==> config.mk <==
export PLATFORM = sky130hd
export DESIGN_NAME = scpc_top
export DESIGN_NICKNAME = d
export VERILOG_FILES = /design/src/scpc_pkg.sv /design/src/scpc_top.sv
export VERILOG_INCLUDE_DIRS = /design/src
export SDC_FILE = /design/constraint.sdc
export NUM_CORES = 1
export LEC_CHECK = 0
export BUFFER_PORTS_ARGS = -buffer_cell sky130_fd_sc_hd__buf_2
export CAP_MARGIN = 20
export CORE_MARGIN = 8
export CORE_UTILIZATION = 34
export CTS_CLUSTER_DIAMETER = 30
export CTS_CLUSTER_SIZE = 14
export DETAILED_ROUTE_END_ITERATION = 8
export PLACE_DENSITY = 0.63
export SKIP_CTS_REPAIR_TIMING = 1
export SLEW_MARGIN = 5
export SYNTH_ARGS = -nofsm -noshare
export SYNTH_HDL_FRONTEND = slang
export SYNTH_SLANG_ARGS = --single-unit
==> constraint.sdc <==
create_clock -name i_clk -period 2.1 [get_ports i_clk]
set_input_delay 0.315 -clock i_clk [delete_from_list [all_inputs] [get_ports i_clk]]
set_output_delay 0.315 -clock i_clk [all_outputs]
set_load 0.01 [all_outputs]
==> src/scpc_consts.svh <==
// Purpose: constants for the stepper chopper phase control block
// Assumes: 20 MHz system clock
// Notes: bus addresses are the decoder's low select codes
`ifndef SCPC_CONSTS_SVH
`define SCPC_CONSTS_SVH
`define SCPC_CLK_HZ 20000000
`define SCPC_CHOP_HZ 94000
`define SCPC_CHOP_DIV (`SCPC_CLK_HZ / `SCPC_CHOP_HZ)
`define SCPC_DIV_W 8
`define SCPC_ADDR_LIMIT0 4'h0
`define SCPC_ADDR_LIMIT1 4'h1
`define SCPC_ADDR_LIMIT2 4'h2
`define SCPC_ADDR_LIMIT3 4'h3
`define SCPC_ADDR_PHASE 4'h4
`define SCPC_ADDR_HOME 4'h5
`define SCPC_ADDR_POS_ARM 4'h6
`define SCPC_ADDR_POS_DROP 4'h7
`define SCPC_PH_EN_LSB 0
`define SCPC_PH_POL_LSB 4
`define SCPC_LIMIT_RST 8'h00
`define SCPC_PHASE_RST 8'h00
`define SCPC_POS_RST 8'h00
`define SCPC_RD_IDLE 8'h00
`define SCPC_HOME_A_BIT 0
`define SCPC_HOME_B_BIT 1
`define SCPC_CHOP_LSB 2
`define SCPC_STEP_PULSE 0
`define SCPC_STEP_DIR 1
`define SCPC_PAIR_OFF 2'h0
`define SCPC_PAIR_FWD 2'h1
`define SCPC_PAIR_REV 2'h2
`endif

==> src/scpc_pkg.sv <==
// Purpose: types for the stepper chopper phase control block
// Assumes: four windings, two per motor
// Notes: none
`default_nettype none
package scpc_pkg;
	typedef struct packed {
		logic [3:0] addr;
		logic [7:0] wdata;
		logic wr;
		logic rd;
	} scpc_bus_t;
	typedef logic [7:0] scpc_drive_t;
endpackage : scpc_pkg
`default_nettype wire

==> src/scpc_top.sv <==
// Purpose: chopper phase control for two bipolar steppers
// Assumes: bus strobes are single-cycle and synchronous to i_clk
// Assumes: comparator hits and home sensors are already clean and synchronous
// Notes: current limits feed external comparators on o_limit
// Notes: register map, 0..3 limits, 4 phase, 5 home and chop, 6 arm and 7 drop position
// Notes: phase byte, low nibble enables, high nibble selects reverse polarity
// Notes: winding i drives bit 2i forward and bit 2i+1 reverse
// Notes: windings 0 and 1 belong to the arm, 2 and 3 to the drop former
// Notes: position counters wrap at eight bits and are not cleared at home
// Notes: a comparator hit and a chopper tick in one cycle leave the phase off
// Notes: the live hit also gates the drive in the cycle it arrives
// Notes: the tick period is the integer part of the clock over the chopper rate
// Notes: writes to unmapped codes are ignored, reads of them return zero
// Notes: any read or write may follow another in the next cycle
// How it works
// - Two bipolar steppers are driven with microstepping and per-phase chopped current.
// - The processor writes a current limit for each of the four windings.
// - The processor writes which phases are on and the polarity of each.
// - A phase is switched off when its comparator says the set current is reached.
// - Each 94 kHz tick re-enables any off phase whose current is below its limit.
// - Eight drive outputs feed two dual H-bridges for both polarities of all windings.
// - Home sensors read high to the processor while the flag blocks the light.
// - The chopper tick is divided down from the system clock.
// - Registers are selected by decoded address with read and write strobes.
`timescale 1ns/10ps
`include "scpc_consts.svh"
`default_nettype none
module scpc_top
	import scpc_pkg::*;
(
	input wire logic i_clk, // system clock
	input wire logic i_rst_n, // sync reset, low
	input wire scpc_bus_t i_bus, // decoded processor access
	input wire logic [3:0] i_cmp_hit, // comparator: current reached
	input wire logic home_sensor_in_a, // arm home sensor
	input wire logic i_home_b, // drop former home sensor
	input wire logic [1:0] i_step_arm, // {dir,step} arm
	input wire logic [1:0] i_step_drop, // {dir,step} drop former
	output logic [7:0] o_rdata, // read data
	output scpc_drive_t o_drive, // h-bridge inputs
	output logic [31:0] o_limit, // four current limits
	output logic o_chop_tick // chopper clock tick
);
	logic [7:0] limit_r [0:3];
	logic [7:0] phase_r;
	logic [3:0] chop_off_r;
	logic [`SCPC_DIV_W-1:0] div_r;
	logic tick_r;
	logic [7:0] pos_arm_r;
	logic [7:0] pos_drop_r;
	logic [7:0] rdata_nxt;
	scpc_drive_t drive_nxt;

	// decoded write strobe for one register
	function automatic logic bus_wr_sel(input scpc_bus_t bus, input logic [3:0] addr);
		return bus.wr && (bus.addr == addr);
	endfunction : bus_wr_sel

	// bridge pair of one winding, forward in the low bit
	function automatic logic [1:0] bridge_pair(input logic en, input logic rev);
		logic [1:0] pair;
		pair = `SCPC_PAIR_OFF;
		if (en) begin
			pair = rev ? `SCPC_PAIR_REV : `SCPC_PAIR_FWD;
		end
		return pair;
	endfunction : bridge_pair

	// one step of a position counter, dir high counts down
	function automatic logic [7:0] step_next(input logic [7:0] pos, input logic [1:0] step);
		logic [7:0] nxt;
		nxt = pos;
		if (step[`SCPC_STEP_PULSE]) begin
			nxt = step[`SCPC_STEP_DIR] ? pos - 8'h01 : pos + 8'h01;
		end
		return nxt;
	endfunction : step_next

	// status byte: home sensors low, arm chop flags above
	function automatic logic [7:0] home_word(input logic [3:0] chop, input logic home_b,
		input logic home_a);
		logic [7:0] word;
		word = `SCPC_RD_IDLE;
		word[`SCPC_HOME_A_BIT] = home_a;
		word[`SCPC_HOME_B_BIT] = home_b;
		word[`SCPC_CHOP_LSB +: 2] = chop[1:0];
		return word;
	endfunction : home_word

	// chopper clock divider
	// wraps at the divide count minus one, so the period is the whole count
	always_ff @(posedge i_clk) begin
		if (!i_rst_n) begin
			div_r <= '0;
			tick_r <= 1'b0;
		end else if (div_r == `SCPC_DIV_W'(`SCPC_CHOP_DIV - 1)) begin
			div_r <= '0;
			tick_r <= 1'b1;
		end else begin
			div_r <= div_r + `SCPC_DIV_W'(1);
			tick_r <= 1'b0;
		end
	end

	// limit writes
	// one register per winding
	genvar g;
	generate
		for (g = 0; g < 4; g++) begin : g_lim
			always_ff @(posedge i_clk) begin
				if (!i_rst_n) begin
					limit_r[g] <= `SCPC_LIMIT_RST;
				end else if (bus_wr_sel(i_bus, `SCPC_ADDR_LIMIT0 + 4'(g))) begin
					limit_r[g] <= i_bus.wdata;
				end
			end
			assign o_limit[g*8 +: 8] = limit_r[g];
		end
	endgenerate

	// phase enable and polarity
	// takes effect on the bridges two cycles after the write
	always_ff @(posedge i_clk) begin
		if (!i_rst_n) begin
			phase_r <= `SCPC_PHASE_RST;
		end else if (bus_wr_sel(i_bus, `SCPC_ADDR_PHASE)) begin
			phase_r <= i_bus.wdata;
		end
	end

	// chop latch, hit wins over tick
	always_ff @(posedge i_clk) begin
		if (!i_rst_n) begin
			chop_off_r <= '0;
		end else begin
			for (int i = 0; i < 4; i++) begin
				if (i_cmp_hit[i]) begin
					chop_off_r[i] <= 1'b1;
				end else if (tick_r) begin
					// current fell below the limit, try again
					chop_off_r[i] <= 1'b0;
				end
			end
		end
	end

	always_comb begin
		drive_nxt = '0;
		for (int i = 0; i < 4; i++) begin
			// live hit gates at once, the latch holds it off afterwards
			drive_nxt[2*i +: 2] = bridge_pair(
				phase_r[`SCPC_PH_EN_LSB + i] && !chop_off_r[i] && !i_cmp_hit[i],
				phase_r[`SCPC_PH_POL_LSB + i]);
		end
	end

	always_ff @(posedge i_clk) begin
		if (!i_rst_n) begin
			o_drive <= '0;
		end else begin
			o_drive <= drive_nxt;
		end
	end

	// tick seen outside, one cycle late
	always_ff @(posedge i_clk) begin
		if (!i_rst_n) begin
			o_chop_tick <= 1'b0;
		end else begin
			o_chop_tick <= tick_r;
		end
	end

	always_ff @(posedge i_clk) begin
		if (!i_rst_n) begin
			pos_arm_r <= `SCPC_POS_RST;
		end else begin
			pos_arm_r <= step_next(pos_arm_r, i_step_arm);
		end
	end

	always_ff @(posedge i_clk) begin
		if (!i_rst_n) begin
			pos_drop_r <= `SCPC_POS_RST;
		end else begin
			pos_drop_r <= step_next(pos_drop_r, i_step_drop);
		end
	end

	always_comb begin
		rdata_nxt = `SCPC_RD_IDLE;
		unique case (i_bus.addr)
			`SCPC_ADDR_LIMIT0,
			`SCPC_ADDR_LIMIT1,
			`SCPC_ADDR_LIMIT2,
			`SCPC_ADDR_LIMIT3: rdata_nxt = limit_r[i_bus.addr[1:0]];
			`SCPC_ADDR_PHASE: rdata_nxt = phase_r;
			`SCPC_ADDR_HOME: rdata_nxt = home_word(chop_off_r, i_home_b, home_sensor_in_a);
			`SCPC_ADDR_POS_ARM: rdata_nxt = pos_arm_r;
			`SCPC_ADDR_POS_DROP: rdata_nxt = pos_drop_r;
			// unmapped codes read as zero
			default: rdata_nxt = `SCPC_RD_IDLE;
		endcase
	end

	// read data holds until the next read
	always_ff @(posedge i_clk) begin
		if (!i_rst_n) begin
			o_rdata <= `SCPC_RD_IDLE;
		end else if (i_bus.rd) begin
			o_rdata <= rdata_nxt;
		end
	end
endmodule : scpc_top
`default_nettype wire

==> impl_metrics.sql, run 1 <==
INSERT INTO impl_metrics (metric_group, metric, value, unit) VALUES
('floorplanning', 'initial_utilization', '0.3426', ''),
('yosys', 'synth_edf_count', '32', ''),
('routing', 'routed-via-count', '3379', ''),
('worst_setup_path', 'critical-path-max-stage-delay', '0.45', 'ns'),
('job', 'cap_viol_max_count', '0', ''),
('placed_design', 'pre_cts_ws', '0.06319', 'ns'),
('yosys', 'syn_nets', '446', ''),
('worst_setup_path', 'setup.worst_path.start_class', 'flop', ''),
('cells_and_area', 'antenna-diode-count', '0', ''),
('timing', 'timing.final.crit_period', '1.925', 'ns'),
('floorplanning', 'placement_rows', '41', ''),
('routing', 'drt_pre_antenna_iters', '4', ''),
('timing', 'clock-skew-final', '0.01131', 'ns'),
('yosys', 'synthCells', '405', ''),
('timing', 'final_critical_path_setup_slack', '0.1754', 'ns'),
('timing', 'finalCritPeriodShare', '0.9165', ''),
('placed_design', 'place.port_buffers', '74', ''),
('pwr', 'cellPowerDensity', '818.6', 'mW/mm²'),
('routing', 'viasPerCell', '5.081', ''),
('grt', 'gr-usage-all-layers', '0.1393', ''),
('worst_setup_path', 'setup.worst_path.end_class', 'flop', ''),
('cells_and_area', 'flow.area_growth_from_synthesis', '21.77', '%'),
('status', 'run_status', 'finished, final reports clean', ''),
('routing', 'drc_errors', '0', ''),
('floorplanning', 'die_width', '128.1', 'µm'),
('yosys', 'postSynth.topFlopCell', 'sky130_fd_sc_hd__dfxtp_1', ''),
('yosys', 'synth.top_cells.by_area', 'sky130_fd_sc_hd__dfxtp_1 (25%), sky130_fd_sc_hd__edfxtp_1 (23%), sky130_fd_sc_hd__and2_1 (5.0%)', ''),
('worst_setup_path', 'crit_slowest_cell', 'sky130_fd_sc_hd__dfxtp_1', ''),
('routing', 'drt-total-wl', '11.35', 'mm'),
('timing', 'setup_tns', '0', 'ns'),
('yosys', 'yosysMostFrequentCell', 'sky130_fd_sc_hd__dfxtp_1', ''),
('timing', 'fmax', '519.6', 'MHz'),
('timing', 'worst_slew_margin_rel', '0.7384', ''),
('worst_setup_path', 'critical_path_buf_inv_count', '1', ''),
('worst_setup_path', 'path_class', 'flop to flop', ''),
('placed_design', 'place.gp.congestion', '0.8328', ''),
('cells_and_area', 'nNetsFinal', '529', ''),
('timing', 'transition_time_at_the_pin_with_the_least_slew_margin', '0.3901', 'ns'),
('timing', 'finalSetupViolations', '0', ''),
('clocking', 'cts_num_sinks', '86', ''),
('clocking', 'max-clock-path-buffers', '2', ''),
('grt', 'grt_antenna_before_repair', '1', ''),
('yosys', 'synth_cell_types', '55', ''),
('clocking', 'worst_setup_hold_path_clk_slew', '0.07', 'ns'),
('pwr', 'totalPowerFinal', '4.257', 'mW'),
('worst_setup_path', 'timing.critical_path.arrival', '2.20', 'ns'),
('hold_path', 'timing.hold.worst.class', 'input port to flop', ''),
('yosys', 'synth_largest_type_area_fraction', '0.2531', ''),
('worst_setup_path', 'crit_path_max_fanout', '5', ''),
('yosys', 'yosysWarningCount', '0', ''),
('yosys', 'post_synth_most_frequent_cells', 'sky130_fd_sc_hd__dfxtp_1 (54), sky130_fd_sc_hd__nor2_1 (49), sky130_fd_sc_hd__and2_1 (34)', ''),
('floorplanning', 'dieHeight', '128.1', 'µm'),
('timing', 'timing_max_transition_violations_final', '0', ''),
('grt', 'global_route_wire_length_before_repair', '17.84', 'mm'),
('clocking', 'cts_bufs_inserted', '9', ''),
('yosys', 'ys_ff_latch', '86', ''),
('cells_and_area', 'final_layout_size_suffix_gt1_frac', '0.2454', ''),
('grt', 'gr-total-overflow', '0', ''),
('yosys', 'yosysSeqAreaShare', '0.4782', ''),
('timing', 'final-hold-violation-count', '0', ''),
('routing', 'avgRoutedWirePerCell', '17.06', 'µm'),
('clocking', 'worstSkewPairLatency', '0.33', 'ns'),
('clocking', 'clock_tree_from_tritoncts', 'yes', ''),
('placed_design', 'place_hpwl', '8.899', 'mm'),
('grt', 'via_count_of_the_first_global_routing_pass', '3441', ''),
('clocking', 'htree_depth', '3', ''),
('floorplanning', 'die_area', '0.01640', 'mm²'),
('timing', 'grt_setup_unrepaired', 'no', ''),
('floorplanning', 'io_pins', '75', ''),
('floorplanning', 'placeableCoreArea', '0.01247', 'mm²'),
('grt', 'grt_max_degree', '26', '');
-- cells by family (layout without fill, tap and decap cells) --
| kind of cell | after synthesis | in the layout | share of synthesized area |
|---|---|---|---|
| buffers and inverters | 28 | 116 | 0.03399 |
| adder cells (fa/ha/maj) | 15 | 15 | 0.04747 |
| flip-flops | 86 | 86 | 0.4782 |
| AND/OR/NAND/NOR | 175 | 175 | 0.2171 |
| XOR/XNOR | 8 | 8 | 0.01641 |
| multiplexers | 31 | 31 | 0.1116 |
| AO/OA/AOI/OAI | 62 | 62 | 0.09523 |
-- placed cells by master, fill, tap and decap left out, types with 3 or more instances in the layout --
master / Yosys / routed
sky130_fd_sc_hd__xnor2_1: 3 / 3
sky130_fd_sc_hd__mux4_1: 4 / 4
sky130_fd_sc_hd__o21bai_1: 4 / 4
sky130_fd_sc_hd__a21o_1: 4 / 4
sky130_fd_sc_hd__buf_4: 0 / 15
sky130_fd_sc_hd__mux2i_1: 18 / 18
sky130_fd_sc_hd__nand3_1: 16 / 16
sky130_fd_sc_hd__nor4b_1: 3 / 3
sky130_fd_sc_hd__a211oi_1: 6 / 6
sky130_fd_sc_hd__a21oi_1: 22 / 22
sky130_fd_sc_hd__o21ai_0: 7 / 7
sky130_fd_sc_hd__a311oi_1: 3 / 3
sky130_fd_sc_hd__and2_1: 34 / 34
sky130_fd_sc_hd__clkbuf_16: 0 / 11
sky130_fd_sc_hd__ha_1: 13 / 13
sky130_fd_sc_hd__o21a_1: 4 / 4
sky130_fd_sc_hd__inv_1: 10 / 10
sky130_fd_sc_hd__nand2b_1: 3 / 3
sky130_fd_sc_hd__xor2_1: 5 / 5
sky130_fd_sc_hd__buf_2: 5 / 74
sky130_fd_sc_hd__nand2_1: 18 / 18
sky130_fd_sc_hd__a2bb2oi_1: 3 / 3
sky130_fd_sc_hd__and3_1: 7 / 7
sky130_fd_sc_hd__nor2_1: 49 / 49
sky130_fd_sc_hd__edfxtp_1: 32 / 32
sky130_fd_sc_hd__nand3b_1: 3 / 3
sky130_fd_sc_hd__nand4_1: 3 / 3
sky130_fd_sc_hd__mux4_2: 8 / 8
sky130_fd_sc_hd__nor3_1: 16 / 16
sky130_fd_sc_hd__dfxtp_1: 54 / 54
sky130_fd_sc_hd__or3_1: 3 / 3
sky130_fd_sc_hd__nor2_2: 3 / 3
sky130_fd_sc_hd__nor2b_1: 7 / 7
-- flip-flops by register name (all words and copies together) (netlist names) --
name and cells:
pos_arm_r 8, div_r 8, chop_off_r 4, phase_r 8, limit_r 32, tick_r 1
o_chop_tick 1, pos_drop_r 8, o_rdata 8, o_drive 8
-- power breakdown --
group	internal, mW	leakage [nW]	switching [mW]
clock network	1.08	0.166	0.657
registers	1.82	0.748	0.0822
logic	0.273	1.30	0.341
-- final cells by class --
class,count,area (µm²)
Tap cell,172,215.2
Sequential cell,86,2042
Inverter,11,41.29
Fill cell,1218,7266
Multi-Input combinational cell,291,2083
Clock buffer,12,279.0
Clock inverter,4,56.30
Timing Repair Buffer,89,483.0
-- layer usage --
layer	global-route usage	up-vias	wire, µm
met3	0.04077	18	635
met1	0.1807	1626	5376
met5	0	-	13
li1	-	1634	-
met4	0.04126	2	136
met2	0.2194	99	5185
-- final timing paths --
check	depth (start not counted)	to	slack, ns	startpoint
setup / recovery	7	pos_drop_r[6]$_SDFFE_PN0P_	0.18	pos_drop_r[0]$_SDFFE_PN0P_
hold / removal	2	o_drive[6]$_SDFF_PN0_	0.18	i_cmp_hit[3]
setup reg to reg	7	pos_drop_r[6]$_SDFFE_PN0P_	0.18	pos_drop_r[0]$_SDFFE_PN0P_
hold reg to reg	1	div_r[0]$_SDFF_PP0_	0.46	div_r[0]$_SDFF_PP0_
-- worst register-to-register path, delay by kind of cell (launching register included) --
kind	cells	cell delay [ns]
compound gates	3	0.67
flops	1	0.45
fa+ha+maj	1	0.41
simple gates	2	0.25
buf+inv	1	0.09
-- metrics by stage --
step	util	hold slack (ns)	std cells	instance area, µm²
6_report	0.4171	0.1798	665	5200
3_5_place_dp	0.3902	0.4486	649	4865
5_1_grt	0.4171	0.1758	665	5200
4_1_cts	0.4171	0.1724	665	5200
3_3_place_gp	0.3902	0.4352	649	4865
2_1_floorplan	-	0.3923	405	4270
(Power assumes the default switching activity.)
==> run 2: changes to the inputs <==
RECOVER_POWER = 50   (was not set)
==> impl_metrics.sql, run 2 (same netlist as run 1, synthesis figures left out) <==
INSERT INTO impl_metrics (metric_group, metric, value, unit) VALUES
('grt', 'global_route_wire_length_before_repair', '17.84', 'mm'),
('worst_setup_path', 'worst_r2r_path_depth', '7', ''),
('timing', 'worst_slew_margin_rel', '0.2472', ''),
('floorplanning', 'placeableCoreArea', '0.01247', 'mm²'),
('timing', 'holdWs', '0.1820', 'ns'),
('worst_setup_path', 'worst-endpoint-required', '2.29', 'ns'),
('cells_and_area', 'highest_count_cells_in_the_layout_ignoring_fill_and_taps', 'sky130_fd_sc_hd__clkbuf_1 (58), sky130_fd_sc_hd__dfxtp_1 (54), sky130_fd_sc_hd__nor2_1 (49), sky130_fd_sc_hd__and2_1 (33), sky130_fd_sc_hd__edfxtp_1 (32)', ''),
('cells_and_area', 'final_layout_size_suffix_gt1_frac', '0.1298', ''),
('grt', 'gr-usage-all-layers', '0.1393', ''),
('hold_path', 'worstHoldPathCells', '2', ''),
('hold_path', 'timing.hold.worst.class', 'input port to flop', ''),
('cells_and_area', 'antenna-diode-count', '0', ''),
('worst_setup_path', 'reg2reg_from', 'pos_drop_r[0]$_SDFFE_PN0P_', ''),
('routing', 'detail_route.iter0.violations', '212', ''),
('cells_and_area', 'flow.area_growth_from_synthesis', '19.57', '%'),
('worst_setup_path', 'crit_path_max_fanout', '14', ''),
('clocking', 'clock_tree_from_tritoncts', 'yes', ''),
('floorplanning', 'die_area', '0.01640', 'mm²'),
('timing', 'final-hold-violation-count', '0', ''),
('cells_and_area', 'largest_reg_flops', '32', ''),
('routing', 'drc_errors', '0', ''),
('grt', 'gr-total-overflow', '0', ''),
('clocking', 'htree_depth', '3', ''),
('placed_design', 'place_hpwl', '8.899', 'mm'),
('clocking', 'worst_setup_hold_path_clk_slew', '0.07', 'ns'),
('pwr', 'totalPowerFinal', '4.238', 'mW'),
('placed_design', 'place.gp.congestion', '0.8328', ''),
('routing', 'avgRoutedWirePerCell', '16.99', 'µm'),
('cells_and_area', 'nFillCells', '1252', ''),
('clocking', 'worstSkewPairLatency', '0.33', 'ns'),
('floorplanning', 'die_width', '128.1', 'µm'),
('cells_and_area', 'final_util', '0.4096', ''),
('worst_setup_path', 'crit_slowest_cell', 'sky130_fd_sc_hd__clkbuf_1', ''),
('hold_path', 'hold_ep', 'o_drive[6]$_SDFF_PN0_', ''),
('placed_design', 'instance_count_after_placement_with_tap_cells_included', '649', ''),
('worst_setup_path', 'path_class', 'input port to flop', ''),
('worst_setup_path', 'critical-path-max-stage-delay', '0.62', 'ns'),
('grt', 'via_count_of_the_first_global_routing_pass', '3441', ''),
('cells_and_area', 'nNetsFinal', '529', ''),
('timing', 'timing_max_transition_violations_final', '0', ''),
('routing', 'antenna_violating_nets_post_route', '0', ''),
('worst_setup_path', 'setup.worst_path.start_class', 'input port', ''),
('pwr', 'cellPowerDensity', '830.0', 'mW/mm²'),
('cells_and_area', 'layout.cells.non_filler', '665', ''),
('clocking', 'cts_bufs_inserted', '9', ''),
('worst_setup_path', 'worstPathCellList', 'clkbuf_2, clkbuf_1, nor2_1, nand4b_1, clkbuf_1, mux2i_1, nor2_1', ''),
('job', 'cap_viol_max_count', '0', ''),
('worst_setup_path', 'timing.critical_path.arrival', '2.13', 'ns'),
('routing', 'drt-total-wl', '11.30', 'mm'),
('floorplanning', 'placement_rows', '41', ''),
('worst_setup_path', 'setup.reg_to_reg.worst_slack', '0.17', 'ns'),
('timing', 'finalCritPeriodShare', '0.9246', ''),
('timing', 'setup_tns', '0', 'ns'),
('routing', 'drt_pre_antenna_iters', '4', ''),
('placed_design', 'placed_area', '0.004865', 'mm²'),
('placed_design', 'place.port_buffers', '74', ''),
('status', 'run_status', 'finished, final reports clean', ''),
('cells_and_area', 'mostFrequentLayoutCell', 'sky130_fd_sc_hd__clkbuf_1', ''),
('placed_design', 'pre_cts_ws', '0.06319', 'ns'),
('floorplanning', 'dieHeight', '128.1', 'µm'),
('timing', 'timing.final.crit_period', '1.942', 'ns'),
('clocking', 'cts_num_sinks', '86', ''),
('floorplanning', 'io_pins', '75', ''),
('worst_setup_path', 'setup.worst_path.end_class', 'flop', ''),
('cells_and_area', 'finish.instance_area', '0.005106', 'mm²'),
('cells_and_area', 'largest-register', 'limit_r', ''),
('worst_setup_path', 'crit-reg2reg-capture', 'pos_drop_r[6]$_SDFFE_PN0P_', ''),
('routing', 'routed-via-count', '3357', ''),
('clocking', 'clockRootBuffer', 'sky130_fd_sc_hd__clkbuf_16', ''),
('timing', 'grt_setup_unrepaired', 'no', ''),
('timing', 'clock-skew-final', '0.01375', 'ns'),
('timing', 'fmax', '515.0', 'MHz'),
('timing', 'final_critical_path_setup_slack', '0.1584', 'ns'),
('floorplanning', 'initial_utilization', '0.3426', ''),
('clocking', 'max-clock-path-buffers', '2', ''),
('routing', 'viasPerCell', '5.048', ''),
('pwr', 'worst_ir_drop_vdd', '0.4191', 'mV'),
('pwr', 'leakage_power', '2.018', 'nW'),
('timing', 'finalSetupViolations', '0', ''),
('grt', 'grt_antenna_before_repair', '1', ''),
('hold_path', 'hp-start', 'i_cmp_hit[3]', ''),
('timing', 'transition_time_at_the_pin_with_the_least_slew_margin', '1.129', 'ns'),
('grt', 'grt_max_degree', '26', '');
## run 2: critical path, delay by kind of cell
kind | cells | cell delay (ns)
and+or+nand+nor | 3 | 0.38
buffers and inverters | 3 | 1.19
muxes | 1 | 0.24
## run 2: worst max path at each step
stage | start | endpoint
4_1_cts | pos_arm_r[1]$_SDFFE_PN0P_ | pos_arm_r[6]$_SDFFE_PN0P_
3_3_place_gp | i_step_arm[1] | pos_arm_r[6]$_SDFFE_PN0P_
2_1_floorplan | i_bus[10] | limit_r[2][0]$_SDFFCE_PN0P_
3_5_place_dp | i_step_arm[1] | pos_arm_r[6]$_SDFFE_PN0P_
6_report | i_bus[11] | phase_r[5]$_SDFFE_PN0P_
5_1_grt | pos_arm_r[1]$_SDFFE_PN0P_ | pos_arm_r[6]$_SDFFE_PN0P_
## run 2: power breakdown
part           total, mW  switching, mW  internal [mW]
Combinational      0.596          0.341          0.255
Clock               1.73          0.655           1.08
Sequential          1.91         0.0831           1.82
## run 2: layout make-up
class / count / area, µm² / share of cell area
multi-input combinational: 291 / 2083 / 0.4080
clock inverter: 4 / 56.30 / 0.01103
inverter: 11 / 41.29 / 0.008086
sequential: 86 / 2042 / 0.3999
clock buffer: 12 / 279.0 / 0.05464
tap: 172 / 215.2 / 0.04215
timing repair buffer: 89 / 389.1 / 0.07621
## run 2: per-layer routing
metal / vias up / global-route usage / routed length (µm)
li1: 1631 / - / -
met1: 1628 / 0.1807 / 5434
met3: 17 / 0.04077 / 495
met4: 2 / 0.04126 / 127
met2: 79 / 0.2194 / 5228
met5: - / 0 / 13
==> run 3: changes to the inputs <==
--- a/config.mk
+++ b/config.mk
@@ -11,4 +11,5 @@
 export CORE_MARGIN = 8
 export CORE_UTILIZATION = 34
+export CTS_BUF_LIST = sky130_fd_sc_hd__clkbuf_8
 export CTS_CLUSTER_DIAMETER = 30
 export CTS_CLUSTER_SIZE = 14
==> constraint.sdc (replaced) <==
create_clock -name i_clk -period 2.1 [get_ports i_clk]
set_input_delay 0.42 -clock i_clk [delete_from_list [all_inputs] [get_ports i_clk]]
set_output_delay 0.42 -clock i_clk [all_outputs]
set_load 0.01 [all_outputs]
==> impl_metrics.sql, run 3 (same netlist as run 1, synthesis figures left out) <==
INSERT INTO impl_metrics (metric_group, metric, value, unit) VALUES
('timing', 'setup_tns', '0', 'ns'),
('placed_design', 'place_hpwl', '8.830', 'mm'),
('cells_and_area', 'nNetsFinal', '535', ''),
('clocking', 'max-clock-path-buffers', '2', ''),
('routing', 'viasPerCell', '5.110', ''),
('clocking', 'cts_bufs_inserted', '9', ''),
('cells_and_area', 'largest_reg_flops', '32', ''),
('worst_setup_path', 'timing.critical_path.arrival', '2.21', 'ns'),
('worst_setup_path', 'path_class', 'flop to flop', ''),
('worst_setup_path', 'setup.worst_path.end_class', 'flop', ''),
('routing', 'antenna_violating_nets_post_route', '0', ''),
('worst_setup_path', 'worst-endpoint-required', '2.41', 'ns'),
('pwr', 'cellPowerDensity', '755.6', 'mW/mm²'),
('timing', 'fmax', '526.3', 'MHz'),
('floorplanning', 'die_area', '0.01640', 'mm²'),
('timing', 'timing_max_transition_violations_final', '0', ''),
('floorplanning', 'placeableCoreArea', '0.01247', 'mm²'),
('floorplanning', 'placement_rows', '41', ''),
('routing', 'routed-via-count', '3429', ''),
('routing', 'drt-total-wl', '11.27', 'mm'),
('grt', 'grt_max_degree', '30', ''),
('cells_and_area', 'layout.cells.non_filler', '671', ''),
('clocking', 'cts_num_sinks', '86', ''),
('cells_and_area', 'largest-register', 'limit_r', ''),
('job', 'cap_viol_max_count', '0', ''),
('placed_design', 'pre_cts_ws', '-0.007683', 'ns'),
('cells_and_area', 'nFillCells', '1227', ''),
('worst_setup_path', 'setup.worst_path.start_class', 'flop', ''),
('clocking', 'htree_depth', '3', ''),
('routing', 'drc_errors', '0', ''),
('grt', 'gr-usage-all-layers', '0.1412', ''),
('placed_design', 'instance_count_after_placement_with_tap_cells_included', '655', ''),
('timing', 'final_critical_path_setup_slack', '0.2001', 'ns'),
('clocking', 'worst_setup_hold_path_clk_slew', '0.09', 'ns'),
('routing', 'avgRoutedWirePerCell', '16.79', 'µm'),
('timing', 'final-hold-violation-count', '0', ''),
('timing', 'grt_setup_unrepaired', 'no', ''),
('timing', 'worst_slew_margin_rel', '0.5673', ''),
('clocking', 'worstSkewPairLatency', '0.36', 'ns'),
('placed_design', 'place.gp.congestion', '0.8384', ''),
('timing', 'finalCritPeriodShare', '0.9047', ''),
('timing', 'transition_time_at_the_pin_with_the_least_slew_margin', '0.6491', 'ns'),
('routing', 'drt_pre_antenna_iters', '5', ''),
('grt', 'via_count_of_the_first_global_routing_pass', '3492', ''),
('hold_path', 'timing.hold.worst.class', 'input port to flop', ''),
('worst_setup_path', 'crit_path_max_fanout', '4', ''),
('cells_and_area', 'area.sequential', '0.002042', 'mm²'),
('pwr', 'worst_ir_drop_vdd', '0.4859', 'mV'),
('cells_and_area', 'final_layout_size_suffix_gt1_frac', '0.1463', ''),
('routing', 'detail_route.iter0.violations', '177', ''),
('placed_design', 'place.port_buffers', '74', ''),
('floorplanning', 'io_pins', '75', ''),
('pwr', 'leakage_power', '2.009', 'nW'),
('cells_and_area', 'area_of_the_multi_input_gates', '0.002083', 'mm²'),
('cells_and_area', 'antenna-diode-count', '0', ''),
('timing', 'clock-skew-final', '0.008406', 'ns'),
('floorplanning', 'die_width', '128.1', 'µm'),
('grt', 'global_route_wire_length_before_repair', '18.15', 'mm'),
('floorplanning', 'initial_utilization', '0.3426', ''),
('grt', 'gr-total-overflow', '0', ''),
('timing', 'timing.final.crit_period', '1.900', 'ns'),
('cells_and_area', 'highest_count_cells_in_the_layout_ignoring_fill_and_taps', 'sky130_fd_sc_hd__dfxtp_1 (54), sky130_fd_sc_hd__clkbuf_1 (54), sky130_fd_sc_hd__nor2_1 (49), sky130_fd_sc_hd__and2_1 (33), sky130_fd_sc_hd__edfxtp_1 (32)', ''),
('clocking', 'clockRootBuffer', 'sky130_fd_sc_hd__clkbuf_8', ''),
('floorplanning', 'dieHeight', '128.1', 'µm'),
('timing', 'finalSetupViolations', '0', ''),
('cells_and_area', 'final_util', '0.4052', ''),
('grt', 'grt_antenna_before_repair', '1', ''),
('status', 'run_status', 'finished, final reports clean', ''),
('cells_and_area', 'flow.area_growth_from_synthesis', '18.28', '%'),
('clocking', 'clock_tree_from_tritoncts', 'yes', '');
==> run 3: power by group <==
group | internal [mW] | switching [mW]
registers | 1.82 | 0.0848
clock network | 0.677 | 0.619
logic | 0.272 | 0.342
total | 2.77 | 1.05
==> run 3: worst paths after layout <==
| path | from | endpoint | slack [ns] | cells past startpoint |
|---|---|---|---|---|
| max | pos_arm_r[1]$_SDFFE_PN0P_ | pos_arm_r[6]$_SDFFE_PN0P_ | 0.20 | 7 |
| max reg2reg | pos_arm_r[1]$_SDFFE_PN0P_ | pos_arm_r[6]$_SDFFE_PN0P_ | 0.20 | 7 |
| min | i_cmp_hit[3] | o_drive[6]$_SDFF_PN0_ | 0.25 | 2 |
| min reg2reg | div_r[0]$_SDFF_PP0_ | div_r[0]$_SDFF_PP0_ | 0.46 | 1 |
==> run 3: metrics by stage <==
stage               hold slack [ns]  total power, mW  instance area (µm²)
finish                       0.2455            3.817                 5051
global route                 0.2336            4.001                 5051
CTS                          0.2353            3.855                 5129
detailed placement           0.4468            2.569                 4910
global placement             0.4336            2.556                 4910
floorplan                    0.4193            2.328                 4270
==> run 3: worst max-delay path: stages, from the launching register on <==
cell and delay, ns:
sky130_fd_sc_hd__dfxtp_1 0.40, sky130_fd_sc_hd__inv_1 0.07, sky130_fd_sc_hd__fa_1 0.38, sky130_fd_sc_hd__nor2b_1 0.16
sky130_fd_sc_hd__o21a_1 0.17, sky130_fd_sc_hd__o21bai_1 0.09, sky130_fd_sc_hd__a2111oi_0 0.41, sky130_fd_sc_hd__or3b_2 0.18
==> run 3: cell type report <==
class,instances,share of cell area
Clock buffer,9,0.02452
Clock inverter,7,0.01883
Inverter,11,0.008174
Multi-Input combinational cell,291,0.4124
Sequential cell,86,0.4043
Tap cell,172,0.04261
Timing Repair Buffer,95,0.08918
==> run 3: metal layers <==
| metal | up-vias | wire [µm] | track usage |
|---|---|---|---|
| li1 | 1647 | - | - |
| met1 | 1637 | 5083 | 0.1801 |
| met2 | 119 | 5160 | 0.2243 |
| met3 | 24 | 760 | 0.03619 |
| met4 | 2 | 252 | 0.05385 |
| met5 | - | 13 | 0 |
